$ cat config.mk
export PLATFORM = sky130hd
export DESIGN_NAME = lintr_top
export DESIGN_NICKNAME = d
export VERILOG_FILES = /design/src/lintr_pkg.sv /design/src/lintr_chan.sv /design/src/lintr_top.sv
export SDC_FILE = /design/constraint.sdc
export NUM_CORES = 1
export LEC_CHECK = 0
export ABC_AREA = 1
export ABC_CLOCK_PERIOD_IN_PS = 2300
export CAP_MARGIN = 10
export CELL_PAD_IN_SITES_DETAIL_PLACEMENT = 1
export CELL_PAD_IN_SITES_GLOBAL_PLACEMENT = 2
export CORE_UTILIZATION = 35
export DETAILED_ROUTE_END_ITERATION = 6
export DONT_BUFFER_PORTS = 1
export GPL_TIMING_DRIVEN = 0
export PLACE_DENSITY_LB_ADDON = 0.1
export REMOVE_ABC_BUFFERS = 1
export SLEW_MARGIN = 10
export SYNTH_ARGS = -nofsm -noshare
export SYNTH_HDL_FRONTEND = slang
export SYNTH_HIERARCHICAL = 1
export SYNTH_SLANG_ARGS = --single-unit
$ cat constraint.sdc
create_clock -name CLK -period 2.3 [get_ports CLK]
set_input_delay 0.345 -clock CLK [delete_from_list [all_inputs] [get_ports CLK]]
set_output_delay 0.345 -clock CLK [all_outputs]
set_load 0.03 [all_outputs]
$ cat src/lintr_pkg.sv
// Constants, codes and timing shared by the single-wire link block.
// Assumes a single 25 MHz clock and a synchronous active-high reset.
//
// What this block does
// - Transceivers start off; off always selectable
// - Off mode ignores bus wake patterns
// - Separate mode field per transceiver, software-written
// - Normal mode only in system normal/stop
// - Normal mode: transmit low drives dominant
// - Early dominant suppressed; next dominant bit sent
// - Receive-only: driver off, receiver follows bus
// - Wake mode selectable; forced on fail-safe entry
// - Wake on rising edge after long dominant
// - Wake filter between 30 and 150 us
// - After wake, receive low until mode changes
// - Field still reads wake code; no rewake
// - Rearm by leaving then reselecting wake mode
// - Rearm on stop, sleep or fail-safe entry
// - Wake in stop/normal: interrupt, flag, receive low
// - Stop wake stays in stop mode
// - Stop wake enables watchdog if bit set
// - Sleep wake goes restart, supply up, no interrupt
// - Fail-safe/restart wake: restart, interrupt stays high
// - Transmit stuck dominant disables driver temporarily
// - Transmit time-out sets channel fault flag
// - Driver re-enabled once transmit released
package lintr_pkg;

    // ==========================================================
    // Timing
    // ==========================================================
    localparam int CLK_HZ       = 25_000_000;  // Core clock rate
    localparam int WAKE_FILT_US = 30;          // Least dominant time for a wake
    localparam int LIN_EN_US    = 18;          // Transceiver enabling time
    localparam int TXTO_MS      = 20;          // Transmit dominant time-out
    localparam int WAKE_FILT_CYC = (WAKE_FILT_US * CLK_HZ + 999_999) / 1_000_000;
    localparam int LIN_EN_CYC    = (LIN_EN_US * CLK_HZ + 999_999) / 1_000_000;
    localparam int TXTO_DEF_CYC  = TXTO_MS * (CLK_HZ / 1000);
    localparam int CNT_W         = 20;         // Width of every timer

    // ==========================================================
    // Transceiver mode codes
    // ==========================================================
    localparam logic [1:0] MODE_OFF  = 2'h0;   // Off, reset value
    localparam logic [1:0] MODE_WAKE = 2'h1;   // Wake capable
    localparam logic [1:0] MODE_NORM = 2'h2;   // Normal transmit and receive
    localparam logic [1:0] MODE_RXO  = 2'h3;   // Receive only

    // ==========================================================
    // Register map and fields
    // ==========================================================
    localparam logic [7:0] ADR_CTRL  = 8'h00;  // Mode fields and watchdog bits
    localparam logic [7:0] ADR_SYS   = 8'h04;  // System operating mode
    localparam logic [7:0] ADR_FAULT = 8'h08;  // Fault flags, clear on read
    localparam logic [7:0] ADR_WAKE  = 8'h0C;  // Wake status, clear on read
    localparam int CTRL_MODE_LSB = 0;          // Channel n field at 2n
    localparam int CTRL_WDW_BIT  = 4;          // Watchdog on bus wake
    localparam int CTRL_WDEN_BIT = 5;          // Watchdog enable
    localparam logic CTRL_WDW_RST  = 1'b0;     // Reset of watchdog-on-wake
    localparam logic CTRL_WDEN_RST = 1'b0;     // Reset of watchdog enable

    // ==========================================================
    // System operating modes
    // ==========================================================
    typedef enum logic [4:0] {
        SYS_NORMAL   = 5'h01,
        SYS_STOP     = 5'h02,
        SYS_SLEEP    = 5'h04,
        SYS_RESTART  = 5'h08,
        SYS_FAILSAFE = 5'h10
    } lintr_sys_t;

endpackage

$ cat src/lintr_chan.sv
// One transceiver channel: enabling, transmit gating, time-out, wake.
// Assumes mode comes from a register and rearm is a one-cycle pulse.
module lintr_chan
    import lintr_pkg::*;
#(
    parameter logic [CNT_W-1:0] TXTO_CYC = CNT_W'(TXTO_DEF_CYC)
)
(
    input  wire logic       clk,          // Core clock
    input  wire logic       rst,          // Sync reset, high
    input  wire logic [1:0] mode,         // Current mode field
    input  wire logic       rearm,        // Automatic rearm pulse
    input  wire logic       txd,          // Transmit input, low = dominant
    input  wire logic       bus,          // Bus level, low = dominant
    output logic            drive_dom_q,  // Drive bus dominant
    output logic            rxd_q,        // Receive output
    output logic            wake_p_q,     // Wake detected pulse
    output logic            fault_p_q     // Time-out fault pulse
);

    // ==========================================================
    // Decode
    // ==========================================================
    logic             in_norm;     // Normal mode selected
    logic             in_wake;     // Wake-capable mode selected
    logic [CNT_W-1:0] en_cnt_q;    // Enabling timer
    logic             en_done;     // Enabling time elapsed
    logic             tx_ok_q;     // Transmit released after enabling
    logic [CNT_W-1:0] to_cnt_q;    // Dominant time-out timer
    logic             to_hit;      // Time-out active
    logic             bus_q;       // Previous bus level
    logic             dom_q;       // Dominant phase opened by an edge
    logic [CNT_W-1:0] wk_cnt_q;    // Dominant length, saturating
    logic             woken_q;     // Woken, detection disarmed
    logic             wake_ev;     // Wake event this cycle

    assign in_norm = (mode == MODE_NORM);
    assign in_wake = (mode == MODE_WAKE);
    assign en_done = (en_cnt_q == CNT_W'(LIN_EN_CYC));
    assign to_hit  = (to_cnt_q == TXTO_CYC);

    // ==========================================================
    // Enabling sequence
    // ==========================================================
    // Enabling timer restarts whenever normal mode is left
    always_ff @(posedge clk)
    begin
        if (rst || !in_norm)
            en_cnt_q <= '0;
        else if (!en_done)
            en_cnt_q <= en_cnt_q + CNT_W'(1);
    end

    // A low seen too early is held off until a high is seen
    always_ff @(posedge clk)
    begin
        if (rst || !in_norm)
            tx_ok_q <= 1'b0;
        else if (en_done && txd)
            tx_ok_q <= 1'b1;
    end

    // ==========================================================
    // Transmit time-out
    // ==========================================================
    // Counts low cycles; a high input clears it at once
    always_ff @(posedge clk)
    begin
        if (rst || txd || !in_norm)
            to_cnt_q <= '0;
        else if (!to_hit)
            to_cnt_q <= to_cnt_q + CNT_W'(1);
    end

    // Fault pulse on the cycle the time-out is reached
    always_ff @(posedge clk)
    begin
        if (rst)
            fault_p_q <= 1'b0;
        else
            fault_p_q <= in_norm && !txd && (to_cnt_q == TXTO_CYC - CNT_W'(1));
    end

    // Driver: only in normal mode, enabled, not timed out
    always_ff @(posedge clk)
    begin
        if (rst)
            drive_dom_q <= 1'b0;
        else
            drive_dom_q <= in_norm && tx_ok_q && !txd && !to_hit;
    end

    // ==========================================================
    // Bus wake detection
    // ==========================================================
    assign wake_ev = in_wake && !woken_q && dom_q && bus && !bus_q
                     && (wk_cnt_q == CNT_W'(WAKE_FILT_CYC));

    // Edge tracking; a dominant level without an edge never counts
    always_ff @(posedge clk)
    begin
        if (rst)
        begin
            bus_q    <= 1'b1;
            dom_q    <= 1'b0;
            wk_cnt_q <= '0;
        end
        else
        begin
            bus_q <= bus;
            if (bus)
            begin
                dom_q    <= 1'b0;
                wk_cnt_q <= '0;
            end
            else if (bus_q)
            begin
                dom_q    <= 1'b1;
                wk_cnt_q <= CNT_W'(1);
            end
            else if (wk_cnt_q != CNT_W'(WAKE_FILT_CYC))
                wk_cnt_q <= wk_cnt_q + CNT_W'(1);
        end
    end

    // Woken state: set wins over a rearm in the same cycle
    always_ff @(posedge clk)
    begin
        if (rst)
            woken_q <= 1'b0;
        else if (wake_ev)
            woken_q <= 1'b1;
        else if (!in_wake || rearm)
            woken_q <= 1'b0;
    end

    // Receive output per mode; off and idle wake read high
    always_ff @(posedge clk)
    begin
        if (rst)
        begin
            rxd_q    <= 1'b1;
            wake_p_q <= 1'b0;
        end
        else
        begin
            wake_p_q <= wake_ev;
            if (in_norm || mode == MODE_RXO)
                rxd_q <= bus;
            else if (in_wake)
                rxd_q <= !(woken_q || wake_ev);
            else
                rxd_q <= 1'b1;
        end
    end

    // ==========================================================
    // Checks
    // ==========================================================
    property p_drive_needs_norm;
        @(posedge clk) disable iff (rst)
        !in_norm |=> !drive_dom_q;
    endproperty
    a_drive_needs_norm: assert property (p_drive_needs_norm)
        else $error("Driver active outside normal mode");

    property p_timeout_release;
        @(posedge clk) disable iff (rst)
        fault_p_q |=> !drive_dom_q ##1 !drive_dom_q;
    endproperty
    a_timeout_release: assert property (p_timeout_release)
        else $error("Driver still active after time-out");

    property p_wake_low;
        @(posedge clk) disable iff (rst)
        wake_p_q && in_wake |-> !rxd_q;
    endproperty
    a_wake_low: assert property (p_wake_low)
        else $error("Receive output not low after wake");

    property p_no_early_drive;
        @(posedge clk) disable iff (rst)
        $rose(in_norm) |-> !drive_dom_q [*8];
    endproperty
    a_no_early_drive: assert property (p_no_early_drive)
        else $error("Driver active during enabling");

endmodule

$ cat src/lintr_top.sv
// Mode, wake and fault control for two single-wire link transceivers.
// Assumes all pins are synchronous to CLK and a simple strobe bus master.
module lintr_top
    import lintr_pkg::*;
#(
    parameter logic [CNT_W-1:0] TXTO_CYC = CNT_W'(TXTO_DEF_CYC)  // Time-out cycles
)
(
    input  wire logic        CLK,            // 25 MHz clock
    input  wire logic        RST,            // Sync reset, high
    input  wire logic [7:0]  ADDR,           // Register byte address
    input  wire logic [31:0] WDATA,          // Write data
    input  wire logic        WR,             // Write strobe
    input  wire logic        RD,             // Read strobe
    output logic      [31:0] RDATA,          // Read data, cycle after RD
    input  wire logic [1:0]  TXD,            // Transmit inputs, low = dominant
    input  wire logic [1:0]  LIN_BUS,        // Bus levels, low = dominant
    input  wire logic        FAILSAFE_REQ,   // Request system fail-safe
    output logic      [1:0]  LIN_DRIVE_DOM,  // Drive bus dominant
    output logic      [1:0]  RXD,            // Receive outputs
    output logic             INT_N,          // Interrupt, low active
    output logic             MAIN_SUPPLY_ON, // Main supply enable
    output logic             WATCHDOG_EN,    // Watchdog enabled
    output logic      [4:0]  SYS_MODE        // System mode, one-hot
);

    // ==========================================================
    // State
    // ==========================================================
    lintr_sys_t  sys_q;          // System operating mode
    lintr_sys_t  sys_d;          // Next system mode
    logic [1:0]  mode_q [2];     // Mode field per channel
    logic        wdw_q;          // Watchdog-on-bus-wake bit
    logic        wden_q;         // Watchdog enable
    logic [1:0]  fault_q;        // Sticky fault flags
    logic [1:0]  wake_q;         // Sticky wake status
    logic        int_n_q;        // Interrupt pin
    logic        supply_q;       // Main supply enable
    logic [31:0] rdata_q;        // Read data register
    logic [1:0]  drive_w;        // Channel driver flops
    logic [1:0]  rxd_w;          // Channel receive flops
    logic [1:0]  wake_p;         // Channel wake pulses
    logic [1:0]  fault_p;        // Channel fault pulses
    logic        any_wake;       // Any channel woke
    logic        sys_enter;      // System mode changes now
    logic        rearm;          // Automatic rearm pulse
    logic        wr_ctrl;        // Control register write
    logic        wr_sys;         // System mode write
    logic        rd_fault;       // Fault register read
    logic        rd_wake;        // Wake register read
    logic        sys_code_ok;    // Written system code legal
    logic        norm_or_stop;   // System in normal or stop

    assign any_wake     = |wake_p;
    assign wr_ctrl      = WR && (ADDR == ADR_CTRL);
    assign wr_sys       = WR && (ADDR == ADR_SYS);
    assign rd_fault     = RD && (ADDR == ADR_FAULT);
    assign rd_wake      = RD && (ADDR == ADR_WAKE);
    assign norm_or_stop = (sys_q == SYS_NORMAL) || (sys_q == SYS_STOP);
    assign sys_code_ok  = (WDATA[4:0] inside {SYS_NORMAL, SYS_STOP, SYS_SLEEP,
                                              SYS_RESTART, SYS_FAILSAFE});

    // ==========================================================
    // System mode
    // ==========================================================
    // Fail-safe request first, then wake reactions, then software
    always_comb
    begin
        sys_d = sys_q;
        if (FAILSAFE_REQ)
            sys_d = SYS_FAILSAFE;
        else if (any_wake && (sys_q == SYS_SLEEP || sys_q == SYS_FAILSAFE))
            sys_d = SYS_RESTART;
        else if (wr_sys && sys_code_ok)
            sys_d = lintr_sys_t'(WDATA[4:0]);
    end

    // Mode register; a stop wake never leaves stop by itself
    always_ff @(posedge CLK)
    begin
        if (RST)
            sys_q <= SYS_NORMAL;
        else
            sys_q <= sys_d;
    end

    assign sys_enter = (sys_d != sys_q);
    // Entering any low-power or fail-safe mode rearms wake detection
    assign rearm = sys_enter && (sys_d == SYS_STOP || sys_d == SYS_SLEEP
                                 || sys_d == SYS_FAILSAFE);

    // Supply off in sleep and fail-safe; restart ramps it up
    always_ff @(posedge CLK)
    begin
        if (RST)
            supply_q <= 1'b1;
        else
            supply_q <= !(sys_d == SYS_SLEEP || sys_d == SYS_FAILSAFE);
    end

    // ==========================================================
    // Per-channel mode fields and transceivers
    // ==========================================================
    genvar gi;
    generate
        for (gi = 0; gi < 2; gi++)
        begin : g_chan
            logic [1:0] new_mode;   // Requested code
            logic       allowed;    // Code legal in this system mode

            assign new_mode = WDATA[CTRL_MODE_LSB + 2*gi +: 2];
            // Off anywhere; wake outside fail-safe; active modes only normal/stop
            assign allowed  = (new_mode == MODE_OFF)
                              || (new_mode == MODE_WAKE && sys_q != SYS_FAILSAFE)
                              || norm_or_stop;

            // Mode field: forced entries win over software writes
            always_ff @(posedge CLK)
            begin
                if (RST)
                    mode_q[gi] <= MODE_OFF;
                else if (sys_enter && sys_d == SYS_FAILSAFE)
                    mode_q[gi] <= MODE_WAKE;
                else if (sys_enter && (sys_d == SYS_SLEEP || sys_d == SYS_RESTART)
                         && (mode_q[gi] == MODE_NORM || mode_q[gi] == MODE_RXO))
                    mode_q[gi] <= MODE_WAKE;
                else if (wr_ctrl && allowed)
                    mode_q[gi] <= new_mode;
            end

            // Fault flag: set wins over clear-on-read
            always_ff @(posedge CLK)
            begin
                if (RST)
                    fault_q[gi] <= 1'b0;
                else if (fault_p[gi])
                    fault_q[gi] <= 1'b1;
                else if (rd_fault)
                    fault_q[gi] <= 1'b0;
            end

            // Wake status: set wins over clear-on-read
            always_ff @(posedge CLK)
            begin
                if (RST)
                    wake_q[gi] <= 1'b0;
                else if (wake_p[gi])
                    wake_q[gi] <= 1'b1;
                else if (rd_wake)
                    wake_q[gi] <= 1'b0;
            end

            lintr_chan #(
                .TXTO_CYC (TXTO_CYC)
            ) u_chan (
                .clk         (CLK),
                .rst         (RST),
                .mode        (mode_q[gi]),
                .rearm       (rearm),
                .txd         (TXD[gi]),
                .bus         (LIN_BUS[gi]),
                .drive_dom_q (drive_w[gi]),
                .rxd_q       (rxd_w[gi]),
                .wake_p_q    (wake_p[gi]),
                .fault_p_q   (fault_p[gi])
            );
        end
    endgenerate

    // ==========================================================
    // Watchdog and interrupt
    // ==========================================================
    // Watchdog bits; a stop wake may switch the watchdog on
    always_ff @(posedge CLK)
    begin
        if (RST)
        begin
            wdw_q  <= CTRL_WDW_RST;
            wden_q <= CTRL_WDEN_RST;
        end
        else
        begin
            if (wr_ctrl)
                wdw_q <= WDATA[CTRL_WDW_BIT];
            if (any_wake && sys_q == SYS_STOP && wdw_q)
                wden_q <= 1'b1;
            else if (wr_ctrl)
                wden_q <= WDATA[CTRL_WDEN_BIT];
        end
    end

    // Interrupt only for wakes in normal or stop; read releases it
    always_ff @(posedge CLK)
    begin
        if (RST)
            int_n_q <= 1'b1;
        else if (any_wake && norm_or_stop)
            int_n_q <= 1'b0;
        else if (rd_wake)
            int_n_q <= 1'b1;
    end

    // ==========================================================
    // Register read port
    // ==========================================================
    // Data stand only in the cycle after the strobe; unmapped reads zero
    always_ff @(posedge CLK)
    begin
        if (RST || !RD)
            rdata_q <= 32'h0;
        else
        begin
            unique case (ADDR)
                ADR_CTRL:  rdata_q <= {26'h0, wden_q, wdw_q,
                                       mode_q[1], mode_q[0]};
                ADR_SYS:   rdata_q <= {27'h0, sys_q};
                ADR_FAULT: rdata_q <= {30'h0, fault_q};
                ADR_WAKE:  rdata_q <= {30'h0, wake_q};
                default:   rdata_q <= 32'h0;
            endcase
        end
    end

    assign RDATA          = rdata_q;
    assign LIN_DRIVE_DOM  = drive_w;
    assign RXD            = rxd_w;
    assign INT_N          = int_n_q;
    assign MAIN_SUPPLY_ON = supply_q;
    assign WATCHDOG_EN    = wden_q;
    assign SYS_MODE       = sys_q;

    // ==========================================================
    // Checks
    // ==========================================================
    property p_sleep_wake;
        @(posedge CLK) disable iff (RST)
        any_wake && sys_q == SYS_SLEEP && !FAILSAFE_REQ
            |=> sys_q == SYS_RESTART && MAIN_SUPPLY_ON && INT_N;
    endproperty
    a_sleep_wake: assert property (p_sleep_wake)
        else $error("Sleep wake did not restart quietly");

    property p_stop_wake;
        @(posedge CLK) disable iff (RST)
        any_wake && sys_q == SYS_STOP && !FAILSAFE_REQ && !wr_sys
            |=> sys_q == SYS_STOP && !INT_N && wake_q != 2'h0;
    endproperty
    a_stop_wake: assert property (p_stop_wake)
        else $error("Stop wake not signalled");

    property p_failsafe_wake_mode;
        @(posedge CLK) disable iff (RST)
        sys_enter && sys_d == SYS_FAILSAFE
            |=> mode_q[0] == MODE_WAKE && mode_q[1] == MODE_WAKE && !MAIN_SUPPLY_ON;
    endproperty
    a_failsafe_wake_mode: assert property (p_failsafe_wake_mode)
        else $error("Fail-safe entry did not force wake mode");

    property p_wd_on_wake;
        @(posedge CLK) disable iff (RST)
        any_wake && sys_q == SYS_STOP && wdw_q |=> WATCHDOG_EN;
    endproperty
    a_wd_on_wake: assert property (p_wd_on_wake)
        else $error("Watchdog not enabled by stop wake");

    property p_norm_blocked;
        @(posedge CLK) disable iff (RST)
        wr_ctrl && !norm_or_stop && !sys_enter && WDATA[1:0] == MODE_NORM
            |=> mode_q[0] == $past(mode_q[0]);
    endproperty
    a_norm_blocked: assert property (p_norm_blocked)
        else $error("Normal mode accepted in wrong system mode");

endmodule

# == Word-level counts from Yosys, hierarchy flattened ==
# Memory sizes are Yosys's and may differ from the RTL's.
# Cells that the tools add are included.
# op_classes
addsub,6
eq_ne,36
muxes,55
n_bitwise,6
n_reduce_logical,98
# ops
cell,count
"20-bit by 1-bit adder with 20-bit output, second input constant",6
"20-bit by 19-bit equality test with 1-bit output, second input constant",4
1-bit two-way mux,45
"20-bit by 10-bit equality test with 1-bit output, second input constant",2
"20-bit by 9-bit equality test with 1-bit output, second input constant",2
1-bit logical AND,40
"20-bit by 10-bit inequality test with 1-bit output, second input constant",2
6-bit case mux with 4 select lines,1
1-bit logical OR,23
2-bit nonzero test,10
"8-bit by 4-bit equality test with 1-bit output, second input constant",2
1-bit logical NOT,16
"5-bit by 2-bit equality test with 1-bit output, second input constant",3
"5-bit by 3-bit equality test with 1-bit output, second input constant",3
"5-bit equality test, second input constant",3
5-bit two-way mux,3
2-bit two-way mux,6
"5-bit by 1-bit equality test with 1-bit output, second input constant",2
"5-bit by 4-bit equality test with 1-bit output, second input constant",2
"2-bit by 1-bit equality test with 1-bit output, second input constant",4
"2-bit equality test, second input constant",4
"8-bit by 3-bit equality test with 1-bit output, second input constant",1
8-bit logical NOT,1
1-bit bitwise OR,6
6 further kinds,10
# totals
reg_bits,181
mem_bits_rw,4
input_bits,49
out_inout_bits,44
elab_cells,236
n_memories,1
# mem_list
memory,words,width,rd,rd_ports_with_merged_regs,wr,line,rtl
mode_q,2,2,2,0,2,lintr_top.sv:32,logic [1:0] mode_q [2];

# == Longest topological paths before layout ==
# Gate-level depths: netlist (run 1).
# logic_depth
ltp_word,16
ltp_mapped,19
ltp_nobuf,19

# == Hierarchy ==
# Netlist (run 1), hierarchy kept.
# by_module_without_submodules
mod,n_inst,cells_per_inst,area_per_inst_um2,seq_area_each_um2
lintr_chan at g_chan[1].u_chan,1,544,3641.0,1361.3
lintr_chan at g_chan[0].u_chan,1,533,3525.9,1361.3
lintr_top,1,253,1722.9,500.5

# == Worst setup path after synthesis (run 1) ==
# OpenSTA, ideal clock, no wires.
# synth_timing
path_kind,flip-flop to flip-flop
startpoint,reg sys_q[3] (netlist: SYS_MODE[3])
endpoint,"mem mode_q[1][0], data pin"
setup_ns,0.249
t_arrival_ns,1.920
t_required_ns,2.051
path_slack_ns,0.131
stages_incl_launch_ff,16
n_path_buf,0
synth_period_minus_slack_ns,2.169
path_cell_list,dfxtp_1 -> nor2_1 -> nand3_1 -> nand2_1 -> a21oi_4 -> nand3_4 -> nand2_2 -> nand2_2 -> nor2_4 -> nand2_4 -> nand2_4 -> nand2_1 -> nor2_1 -> nor2_1 -> nand2_1 -> inv_1
# synth_rtl
item,line,rtl
start: declaration,lintr_top.sv:30,lintr_sys_t sys_q;
start signal: assignment,lintr_top.sv:84,sys_q <= sys_d;
end: declaration,lintr_top.sv:32,

==> qor.txt, run 1 <==
Htree depth - 4
Setup Skew - 0.01065 ns
Worst min path class - in -> reg
CTS max path bufs - 2
Pleak - 3.548 nW
Main area contributors after synthesis - dfxtp_1 (35%), nand2_1 (12%), nor2_1 (8.8%), inv_1 (7.9%), a21oi_1 (5.1%)
Io pins - 93
Detailed Routing Iterations Pass 1 - 4
Post-DP Area - 9146 sq um
Worst Max-Slew Pin Slew - 0.9149 ns
Period utilization - 0.9448
Port buffer count - 0
Die area - 26040 sq um
Int Power - 4.573 mW
Congestion Overflow GR - 0
Slowest CP cell - dfxtp_4
Buf+Inv Stages, Crit Path - 1
Sw Share - 0.2475
Setup CP Type - reg -> reg
Syn. warnings - 6
Residual DRC count - 0
Initial drt markers - 261
Synth top area share - 0.3490
Combinational share of power - 0.042
EDFF count, synth - 4
Filler cells - 3198
CP peak stage delay - 0.47 ns
Post-Syn Instances - 1330
Synth Area in Simple Gates - 0.3875
Maximum clock frequency - 460.2 MHz
Synth async-reset ratio - 0
Status - complete, no violations
Worst vdd ir - 387.1 uV
Final hold vios - 0
Crit path capture type - flop
Compound-Gate Fraction of Synth Area - 0.1040
All-layer global routing usage - 0.1875
Maximum fanout along the worst path - 7
Core Box Area - 24600 sq um
Vias in the first global route - 8100
Total CTS buffers - 17
Routed wire per std cell - 13.82 um
Number of synthesized register bits - 159
Reg clk slew, reported paths - 0.06 ns
CTS root buf - clkbuf_16
Part of the power in registers - 0.464
Main combinational cell family by area after synthesis - simple AND/OR/NAND/NOR gates
Headroom to the max-slew limit - 0.3878
Die Span Y - 161.4 um
Min Clock Period, post-route - 2.173 ns
DR vias - 8017
Antenna Nets Post-Route - 0
CP cell instances - nor2_1 -> nand3_1 -> nand2_2 -> a21oi_4 -> buf_4 -> nand3_4 -> nand2_1 -> nand2_1 -> nand2_2 -> nor2_4 -> nand2_4 -> nand2_2 -> nor2_1 -> nor2_2 -> nand2_1
Max cap viols - 0
Share of cells above drive strength 1 - 0.1074
Req. time, crit path - 2.43 ns
Die X-Extent - 161.4 um
Cell area after synthesis - 8890 sq um
Gp weighted congestion - 0.8036
CTS tree - built
Pwr Total - 6.076 mW
Worst-Skew Late Latency - 0.43 ns
Adder-cell share of the synthesized area - 0.01689
Cell taking the most area after synthesis - dfxtp_1
Startpoint types - flop
Pwr/cell area - 614.7 nW/um^2
Setup slack, reg-to-reg - 0.13 ns
Final setup fails - 0
Initial antenna violation count - 0
HPWL Detailed - 17910 um
Multiplexer share of the synthesized area - 0
Pin count of the biggest net entering global routing - 18
WP data arrival - 2.31 ns
Nets@finish - 1407
Routed WL - 23260 um
ANT cells - 0
Post-route cell area - 9884 sq um
Area growth, synth to finish - 11.19%
Row count - 57
Syn_area_per_cell - 6.684 sq um
Initial core utilization - 0.3613
Drt via density - 4.764
Sequential area share after synthesis - 0.3626
Netlist cell types - 41
Top delay family on crit path - simple AND/OR/NAND/NOR gates
Global-route wire length before repair - 39220 um
Top FF cell, synth - dfxtp_1
Max-slew violations - 0
Clock sink count - 159
P_sw - 1.504 mW
Clock power frac - 0.494
Post-Synth XOR/XNOR Area - 0.01675
## per-stage QoR
step           instances   TNS, ns  setup WS, ns  hold WS, ns  utilization
2_1_floorplan       1320         0        0.1448       0.4130            -
3_3_place_gp        1644    -2.419       -0.2549       0.4254       0.3717
3_5_place_dp        1644    -2.842       -0.2844       0.4281       0.3717
4_1_cts             1678         0      0.004617      0.01434       0.3981
5_1_grt             1683  -0.08887      -0.02186     0.009297       0.4017
6_report            1683         0        0.1269      0.02427       0.4017
## routing by layer
layer  track usage  up-vias  part of all wire
li1              -     4208                 -
met1        0.2404     3718              0.49
met2        0.3164       74              0.46
met3       0.04340       17             0.037
met4       0.04631        0            0.0091
met5             0        -                 0
## cells in the final DEF (no fill, tap or decap), types with 2 or more instances in the layout
cell type	synthesis	routed
conb_1	1	26
nor2_4	19	23
nor4_1	5	5
clkinv_1	2	2
nor3_1	15	15
a41oi_1	2	2
clkinv_4	0	5
edfxtp_1	4	4
nand2_1	294	293
nand3_4	4	6
dfxtp_1	155	150
nor2_2	17	16
o211ai_1	2	2
nor2_1	208	205
nand3b_1	9	9
nand3_2	14	13
inv_6	0	4
nand2_4	3	3
a21oi_2	2	3
nand3_1	81	80
o21ai_1	3	3
clkinv_2	1	2
nand2_2	25	26
o21ai_0	70	70
nor3b_1	2	2
buf_4	28	6
inv_1	188	188
nand4_1	31	31
a21oi_1	90	89
ha_1	12	12
clkbuf_16	0	17
xor2_1	14	14
inv_2	9	9
bufinv_16	0	3
dfxtp_4	0	5
o22ai_1	3	3
xnor2_1	3	3
## path summary, 6_finish.rpt
check	start	endpoint	cells past startpoint
setup / recovery	SYS_MODE[3]$_SDFF_PP0_	mode_q[0][0]$_DFFE_PP_	15
hold / removal	ADDR[2]	RDATA[5]$_SDFF_PP0_	1
setup reg to reg	SYS_MODE[3]$_SDFF_PP0_	mode_q[0][0]$_DFFE_PP_	15
hold reg to reg	g_chan[1].u_chan/fault_p_q$_SDFF_PP0_	fault_q[1]$_SDFFE_PP0P_	2
## layout make-up
cell class,instances,area (sq um),share of cell area
inverters,200,752.0,0.07608
well taps,324,405.4,0.04101
clock inverters,14,181.4,0.01835
clock buffers,18,429.2,0.04342
repair buffers,7,55.05,0.005570
flip-flops and latches,159,3242,0.3280
multi-input cells,961,4820,0.4876
## cell usage after synthesis (3+ instances only)
master and instances:
o21ai_1 3, buf_4 28, xor2_1 14, ha_1 12
nand2_2 25, buf_2 5, nand3_2 14, nand3b_1 9
nand3_1 81, nand4_1 31, xnor2_1 3, dfxtp_1 155
nor2_4 19, o22ai_1 3, nand2_1 294, o21ai_0 70
inv_2 9, nor2_2 17, nor2_1 208, nand2_4 3
edfxtp_1 4, nand3_4 4, inv_1 188, nor3_1 15
nor4_1 5, a21oi_1 90
## cell families (layout without fill, tap and decap cells)
group,Yosys count,in the layout
and+or+nand+nor,730,730
buffers and inverters,235,239
AOI/OAI and AO/OA,176,176
DFF,159,159
xor gates and xnor gates,17,17
adders and majority gates,12,12
other,1,26
## state kept, by name, summed over array words and instances (netlist names), 4 cells and up
signal / flops
g_chan.u_chan/wk_cnt_q: 40
g_chan.u_chan/to_cnt_q: 40
SYS_MODE: 5
RDATA: 6
mode_q: 4
g_chan.u_chan/en_cnt_q: 40
## power groups by stage
stage               registers, mW  logic (mW)  clock network (mW)
finish                       2.82       0.255                3.00
global route                 2.82       0.287                3.22
CTS                          2.82       0.249                3.10
detailed placement           2.89       0.242                   0
global placement             2.89       0.238                   0
floorplan                    2.88       0.197                   0
## timing repair
| item | CTS | global route |
|---|---|---|
| hold endpoints to repair | 8 | 0 |
| resized for setup | 10 | 12 |
| setup buffers | 1 | 5 |
| pin swaps | 1 | 4 |
| hold buffers | 1 | 0 |
| endpoints found under the setup margin | 16 | 14 |
Note: power is estimated with default switching activity, not from simulation.
==> inputs of run 2 (changes only) <==
- RECOVER_POWER: unset -> 50
==> run 2 against run 1 <==
  * Count of clock-buffer cells in the layout stayed put
  * Sequential cell count stayed put
  * Clock power hardly changed
  * Critical endpoint unchanged
  * Highest routed layer unchanged
==> qor.txt, run 2 (synthesized netlist as in run 1, its figures left out) <==
Total CTS buffers - 17
Period utilization - 0.9448
Gp weighted congestion - 0.8036
Drt via density - 4.763
Startpoint types - flop
Nets@finish - 1407
Maximum fanout along the worst path - 7
Worst min path class - in -> reg
Vias in the first global route - 8100
Routed wire per std cell - 13.82 um
Share of cells above drive strength 1 - 0.1052
Commonest non-fill, non-tap cells in the layout - nand2_1 (294), nor2_1 (206), inv_1 (188)
CP peak stage delay - 0.47 ns
CTS max path bufs - 2
Core Box Area - 24600 sq um
Detailed Routing Iterations Pass 1 - 4
WP data arrival - 2.31 ns
Dpl cells - 1644
All-layer global routing usage - 0.1875
Pin count of the biggest net entering global routing - 18
Final hold vios - 0
Worst-Skew Late Latency - 0.43 ns
Worst Max-Slew Pin Slew - 0.9153 ns
Headroom to the max-slew limit - 0.3875
Global-route wire length before repair - 39220 um
Area growth, synth to finish - 11.08%
Setup CP Type - reg -> reg
Initial antenna violation count - 0
Maximum clock frequency - 460.2 MHz
Max cap viols - 0
Die X-Extent - 161.4 um
Crit path capture type - flop
CTS tree - built
CTS root buf - clkbuf_16
Routed WL - 23270 um
Worst vdd ir - 387.1 uV
Final setup fails - 0
Row count - 57
Initial core utilization - 0.3613
Post-route cell area - 9874 sq um
Slowest CP cell - dfxtp_4
HPWL Detailed - 17910 um
Pwr/cell area - 615.2 nW/um^2
Sequential cell area - 3242 sq um
Htree depth - 4
Congestion Overflow GR - 0
Die Span Y - 161.4 um
Min Clock Period, post-route - 2.173 ns
Area of the multi-input gates - 4810 sq um
Filler cells - 3198
Status - complete, no violations
Max-slew violations - 0
Filler-free cell count of the finished design - 1683
Io pins - 93
Hold WS - 0.02468 ns
DR vias - 8016
Setup Skew - 0.01070 ns
CP cell instances - nor2_1 -> nand3_1 -> nand2_2 -> a21oi_4 -> buf_4 -> nand3_4 -> nand2_1 -> nand2_1 -> nand2_2 -> nor2_4 -> nand2_4 -> nand2_2 -> nor2_1 -> nor2_2 -> nand2_1
Commonest non-fill, non-tap cell in the layout - nand2_1
Initial drt markers - 264
Top flop regs - g_chan.u_chan/en_cnt_q (40), g_chan.u_chan/to_cnt_q (40), g_chan.u_chan/wk_cnt_q (40)
Clock sink count - 159
Post-DP Area - 9146 sq um
Die area - 26040 sq um
Residual DRC count - 0
Port buffer count - 0
ANT cells - 0
Pleak - 3.545 nW
Antenna Nets Post-Route - 0
Reg clk slew, reported paths - 0.06 ns
Req. time, crit path - 2.43 ns
[run 2: cell types whose count changed in the layout (fill, tap and decap cells not counted), sizes merged]
cell,delta
inv,-1
clkinv,+1
[run 2: cell type report]
| type | count | area share |
|---|---|---|
| sequential | 159 | 0.3283 |
| clock buffer | 18 | 0.04346 |
| tap | 324 | 0.04105 |
| multi-input combinational | 961 | 0.4871 |
| clock inverter | 14 | 0.01837 |
| timing repair buffer | 7 | 0.005575 |
| inverter | 200 | 0.07615 |
[run 2: timing repair]
| item | CTS | global route |
|---|---|---|
| resized for setup | 10 | 12 |
| setup endpoints to repair | 16 | 14 |
| pin swaps | 1 | 4 |
| hold buffers | 1 | 0 |
| buffers inserted | 1 | 5 |
| hold endpoints to repair | 8 | 0 |
[run 2: per-stage QoR]
step                setup TNS, ns  setup slack (ns)  power [mW]  utilization
floorplan                       0            0.1448       3.074            -
global placement           -2.419           -0.2549       3.125       0.3717
detailed placement         -2.842           -0.2844       3.129       0.3717
CTS                             0          0.004617       6.174       0.3981
global route             -0.08887          -0.02186       6.334       0.4013
finish                          0            0.1269       6.075       0.4013
[run 2: power breakdown]
part           switching, mW  internal, mW
Clock                   1.27          1.73
Combinational          0.194        0.0596
Sequential            0.0387          2.78
Total                   1.50          4.57
[run 2: path summary, 6_finish.rpt]
path / from / end / slack (ns) / depth (start not counted)
worst max-delay path: SYS_MODE[3]$_SDFF_PP0_ / mode_q[0][0]$_DFFE_PP_ / 0.13 / 15
worst min-delay path: ADDR[2] / RDATA[5]$_SDFF_PP0_ / 0.02 / 1
worst max register to register: SYS_MODE[3]$_SDFF_PP0_ / mode_q[0][0]$_DFFE_PP_ / 0.13 / 15
worst min register to register: g_chan[1].u_chan/fault_p_q$_SDFF_PP0_ / fault_q[1]$_SDFFE_PP0P_ / 0.46 / 2
[run 2: critical path: cells and delay by family (launching register included)]
family,cells,cell delay (ns)
and+or+nand+nor,13,1.10
AOI/OAI and AO/OA,1,0.15
buffers and inverters,1,0.16
DFF,1,0.47
[run 2: routing by layer]
layer | part of all wire | GRT usage
met1 | 0.49 | 0.2404
met5 | 0 | 0
met3 | 0.037 | 0.04340
met2 | 0.46 | 0.3164
met4 | 0.0092 | 0.04631
==> inputs of run 3 (changes only) <==
- CORE_UTILIZATION: 35 -> 36
- SYNTH_HIERARCHICAL: 1 -> unset
==> run 3 against run 2 <==
  * Core utilization is 1.8 points higher
  * Die area is 14% lower
  * Worst hold slack gained 0.0049 ns
  * Largest cell class unchanged
  * Maximum frequency down 2.4%
==> qor.txt, run 3 <==
Sequential area share after synthesis - 0.4095
Vias in the first global route - 6867
Routed wire per std cell - 13.94 um
Setup Skew - 0.01224 ns
Worst min path class - in -> reg
Commonest non-fill, non-tap cells in the layout - inv_1 (176), nand2_1 (165), dfxtp_1 (149)
Startpoint types - flop
Initial antenna violation count - 0
Slowest CP cell - dfxtp_4
Number of synthesized register bits - 159
Min Clock Period, post-route - 2.227 ns
Most common cell in the synthesized netlist - inv_1
Area of the multi-input gates - 3949 sq um
RSZ-0062 raised after global routing - yes
Initial drt markers - 163
Die Span Y - 149.9 um
Crit path capture type - flop
Main area contributors after synthesis - dfxtp_1 (39%), inv_1 (8.4%), nand2_1 (8.2%), nor2_1 (7.0%), a21oi_1 (5.8%)
Syn. warnings - 0
Maximum fanout along the worst path - 7
Share of cells above drive strength 1 - 0.1025
Io pins - 93
Global-route wire length before repair - 33200 um
Port buffer count - 0
WP data arrival - 2.36 ns
Htree depth - 4
ANT cells - 0
Synth Area in Simple Gates - 0.3041
Sequential cell area - 3243 sq um
Adder-cell share of the synthesized area - 0.01907
Top flop regs - g_chan.u_chan.en_cnt_q (40), g_chan.u_chan.to_cnt_q (40), g_chan.u_chan.wk_cnt_q (40)
Post-Synth XOR/XNOR Area - 0.008902
EDFF count, synth - 4
Congestion Overflow GR - 0
Commonest cells in the netlist - inv_1 (177), nand2_1 (171), dfxtp_1 (155), nor2_1 (147), a21oi_1 (91)
CTS root buf - clkbuf_16
Setup CP Type - reg -> reg
Area growth, synth to finish - 13.13%
Pleak - 3.177 nW
Worst-Skew Late Latency - 0.43 ns
Gp weighted congestion - 0.8318
Cell taking the most area after synthesis - dfxtp_1
Post-DP Area - 8059 sq um
Maximum clock frequency - 449.1 MHz
Initial core utilization - 0.3709
Die area - 22460 sq um
CTS max path bufs - 2
Compound-Gate Fraction of Synth Area - 0.1364
Post-route cell area - 8905 sq um
Antenna Nets Post-Route - 0
Total CTS buffers - 17
Synth top area share - 0.3942
Status - complete, no violations
Clock sink count - 159
Reg clk slew, reported paths - 0.06 ns
Detailed Routing Iterations Pass 1 - 4
HPWL Detailed - 14840 um
CTS tree - built
Commonest non-fill, non-tap cell in the layout - inv_1
Setup slack, reg-to-reg - 0.07 ns
Worst Max-Slew Pin Slew - 0.8345 ns
Final hold vios - 0
Util after Layout - 0.4196
Main combinational cell family by area after synthesis - simple AND/OR/NAND/NOR gates
Worst vdd ir - 402.9 uV
Pwr/cell area - 656.8 nW/um^2
Syn_area_per_cell - 7.009 sq um
Headroom to the max-slew limit - 0.4416
Pwr Total - 5.849 mW
Routed WL - 19880 um
All-layer global routing usage - 0.1871
Period utilization - 0.9681
Netlist cell types - 46
Final setup fails - 0
Row count - 53
CP peak stage delay - 0.45 ns
Req. time, crit path - 2.44 ns
Max cap viols - 0
Synth async-reset ratio - 0
Top FF cell, synth - dfxtp_1
Core Box Area - 21220 sq um
Post-Syn Instances - 1123
Max-slew violations - 0
Buf+Inv Stages, Crit Path - 1
Nets@finish - 1199
Filler cells - 2747
TNS Setup - 0 ns
Drt via density - 4.932
CP cell instances - nor2_1 -> nand3_1 -> nand2_2 -> a21oi_4 -> nand3_2 -> buf_4 -> nand2_2 -> nand3_1 -> o21bai_1 -> nor2_2 -> nor2_2 -> nand2_1
Residual DRC count - 0
Multiplexer share of the synthesized area - 0
Pin count of the biggest net entering global routing - 17
DR vias - 7033
Top delay family on crit path - simple AND/OR/NAND/NOR gates
Die X-Extent - 149.9 um
Cell area after synthesis - 7871 sq um
-- run 3: cell count changes after synthesis, moves of 8 or more --
cell / delta
nor2_1: -61
nand2_2: -16
nor2_2: -9
o21a_1: +8
nor2_4: -17
nand3_2: -9
nor3_1: +46
inv_1: -11
xor2_1: -8
nand4_1: -10
nor4_1: +17
nand3_1: -26
a31oi_1: +9
nand2_1: -123
-- run 3: final timing paths --
| check | end | start | cells past startpoint |
|---|---|---|---|
| worst min register to register | fault_q[0]$_SDFFE_PP0P_ | g_chan[0].u_chan.fault_p_q$_SDFF_PP0_ | 2 |
| worst min-delay path | g_chan[1].u_chan.wake_p_q$_SDFF_PP0_ | RST | 1 |
| worst max-delay path | mode_q[1][0]$_SDFFCE_PN0P_ | SYS_MODE[3]$_SDFF_PP0_ | 12 |
| worst max register to register | mode_q[1][0]$_SDFFCE_PN0P_ | SYS_MODE[3]$_SDFF_PP0_ | 12 |
-- run 3: final cells by class --
type                            count  area share
Sequential cell                   159      0.3642
Inverter                          185     0.07840
Multi-Input combinational cell    764      0.4434
Tap cell                          275     0.03864
Clock buffer                       18     0.04932
Clock inverter                     14     0.01475
Timing Repair Buffer               11     0.01124
-- run 3: cells by family after synthesis --
logic type                 count (synthesis)
AOI/OAI and AO/OA                        195
xor gates and xnor gates                   8
adders and majority gates                 12
buffers and inverters                    225
DFF                                      159
other                                      1
and+or+nand+nor                          523
-- run 3: metal layers --
metal,global-route usage,share of wire,wire [um],up-vias
met5,0,0,0,-
met4,0.05000,0.0098,195,0
met3,0.04909,0.042,832,11
met2,0.3095,0.46,9078,106
met1,0.2393,0.49,9772,3258
li1,-,-,-,3658
-- run 3: report_power, final --
part	switching, mW	internal, mW	total [mW]	leakage, nW
sequential	0.0303	2.78	2.81	1.30
clock	1.23	1.53	2.77	0.275
combinational	0.202	0.0665	0.269	1.60
total	1.47	4.38	5.85	3.18
-- run 3: repair_timing --
item                                   4_1_cts  5_1_grt
buffers inserted                             1        7
hold buffers                                 1        1
endpoints found under the hold margin       10        1
resized for setup                           20       30
setup endpoints to repair                   35       19
pin swaps                                    1        8
-- run 3: metrics by stage --
| stage | hold slack (ns) | cells | setup slack (ns) |
|---|---|---|---|
| 6_report | 0.02960 | 1426 | 0.07334 |
| 3_3_place_gp | 0.4195 | 1383 | -1.655 |
| 4_1_cts | 0.001282 | 1418 | -0.05314 |
| 5_1_grt | 0.009226 | 1426 | -0.05875 |
| 2_1_floorplan | 0.4130 | 1108 | 0.1076 |
| 3_5_place_dp | 0.4224 | 1384 | -0.5270 |
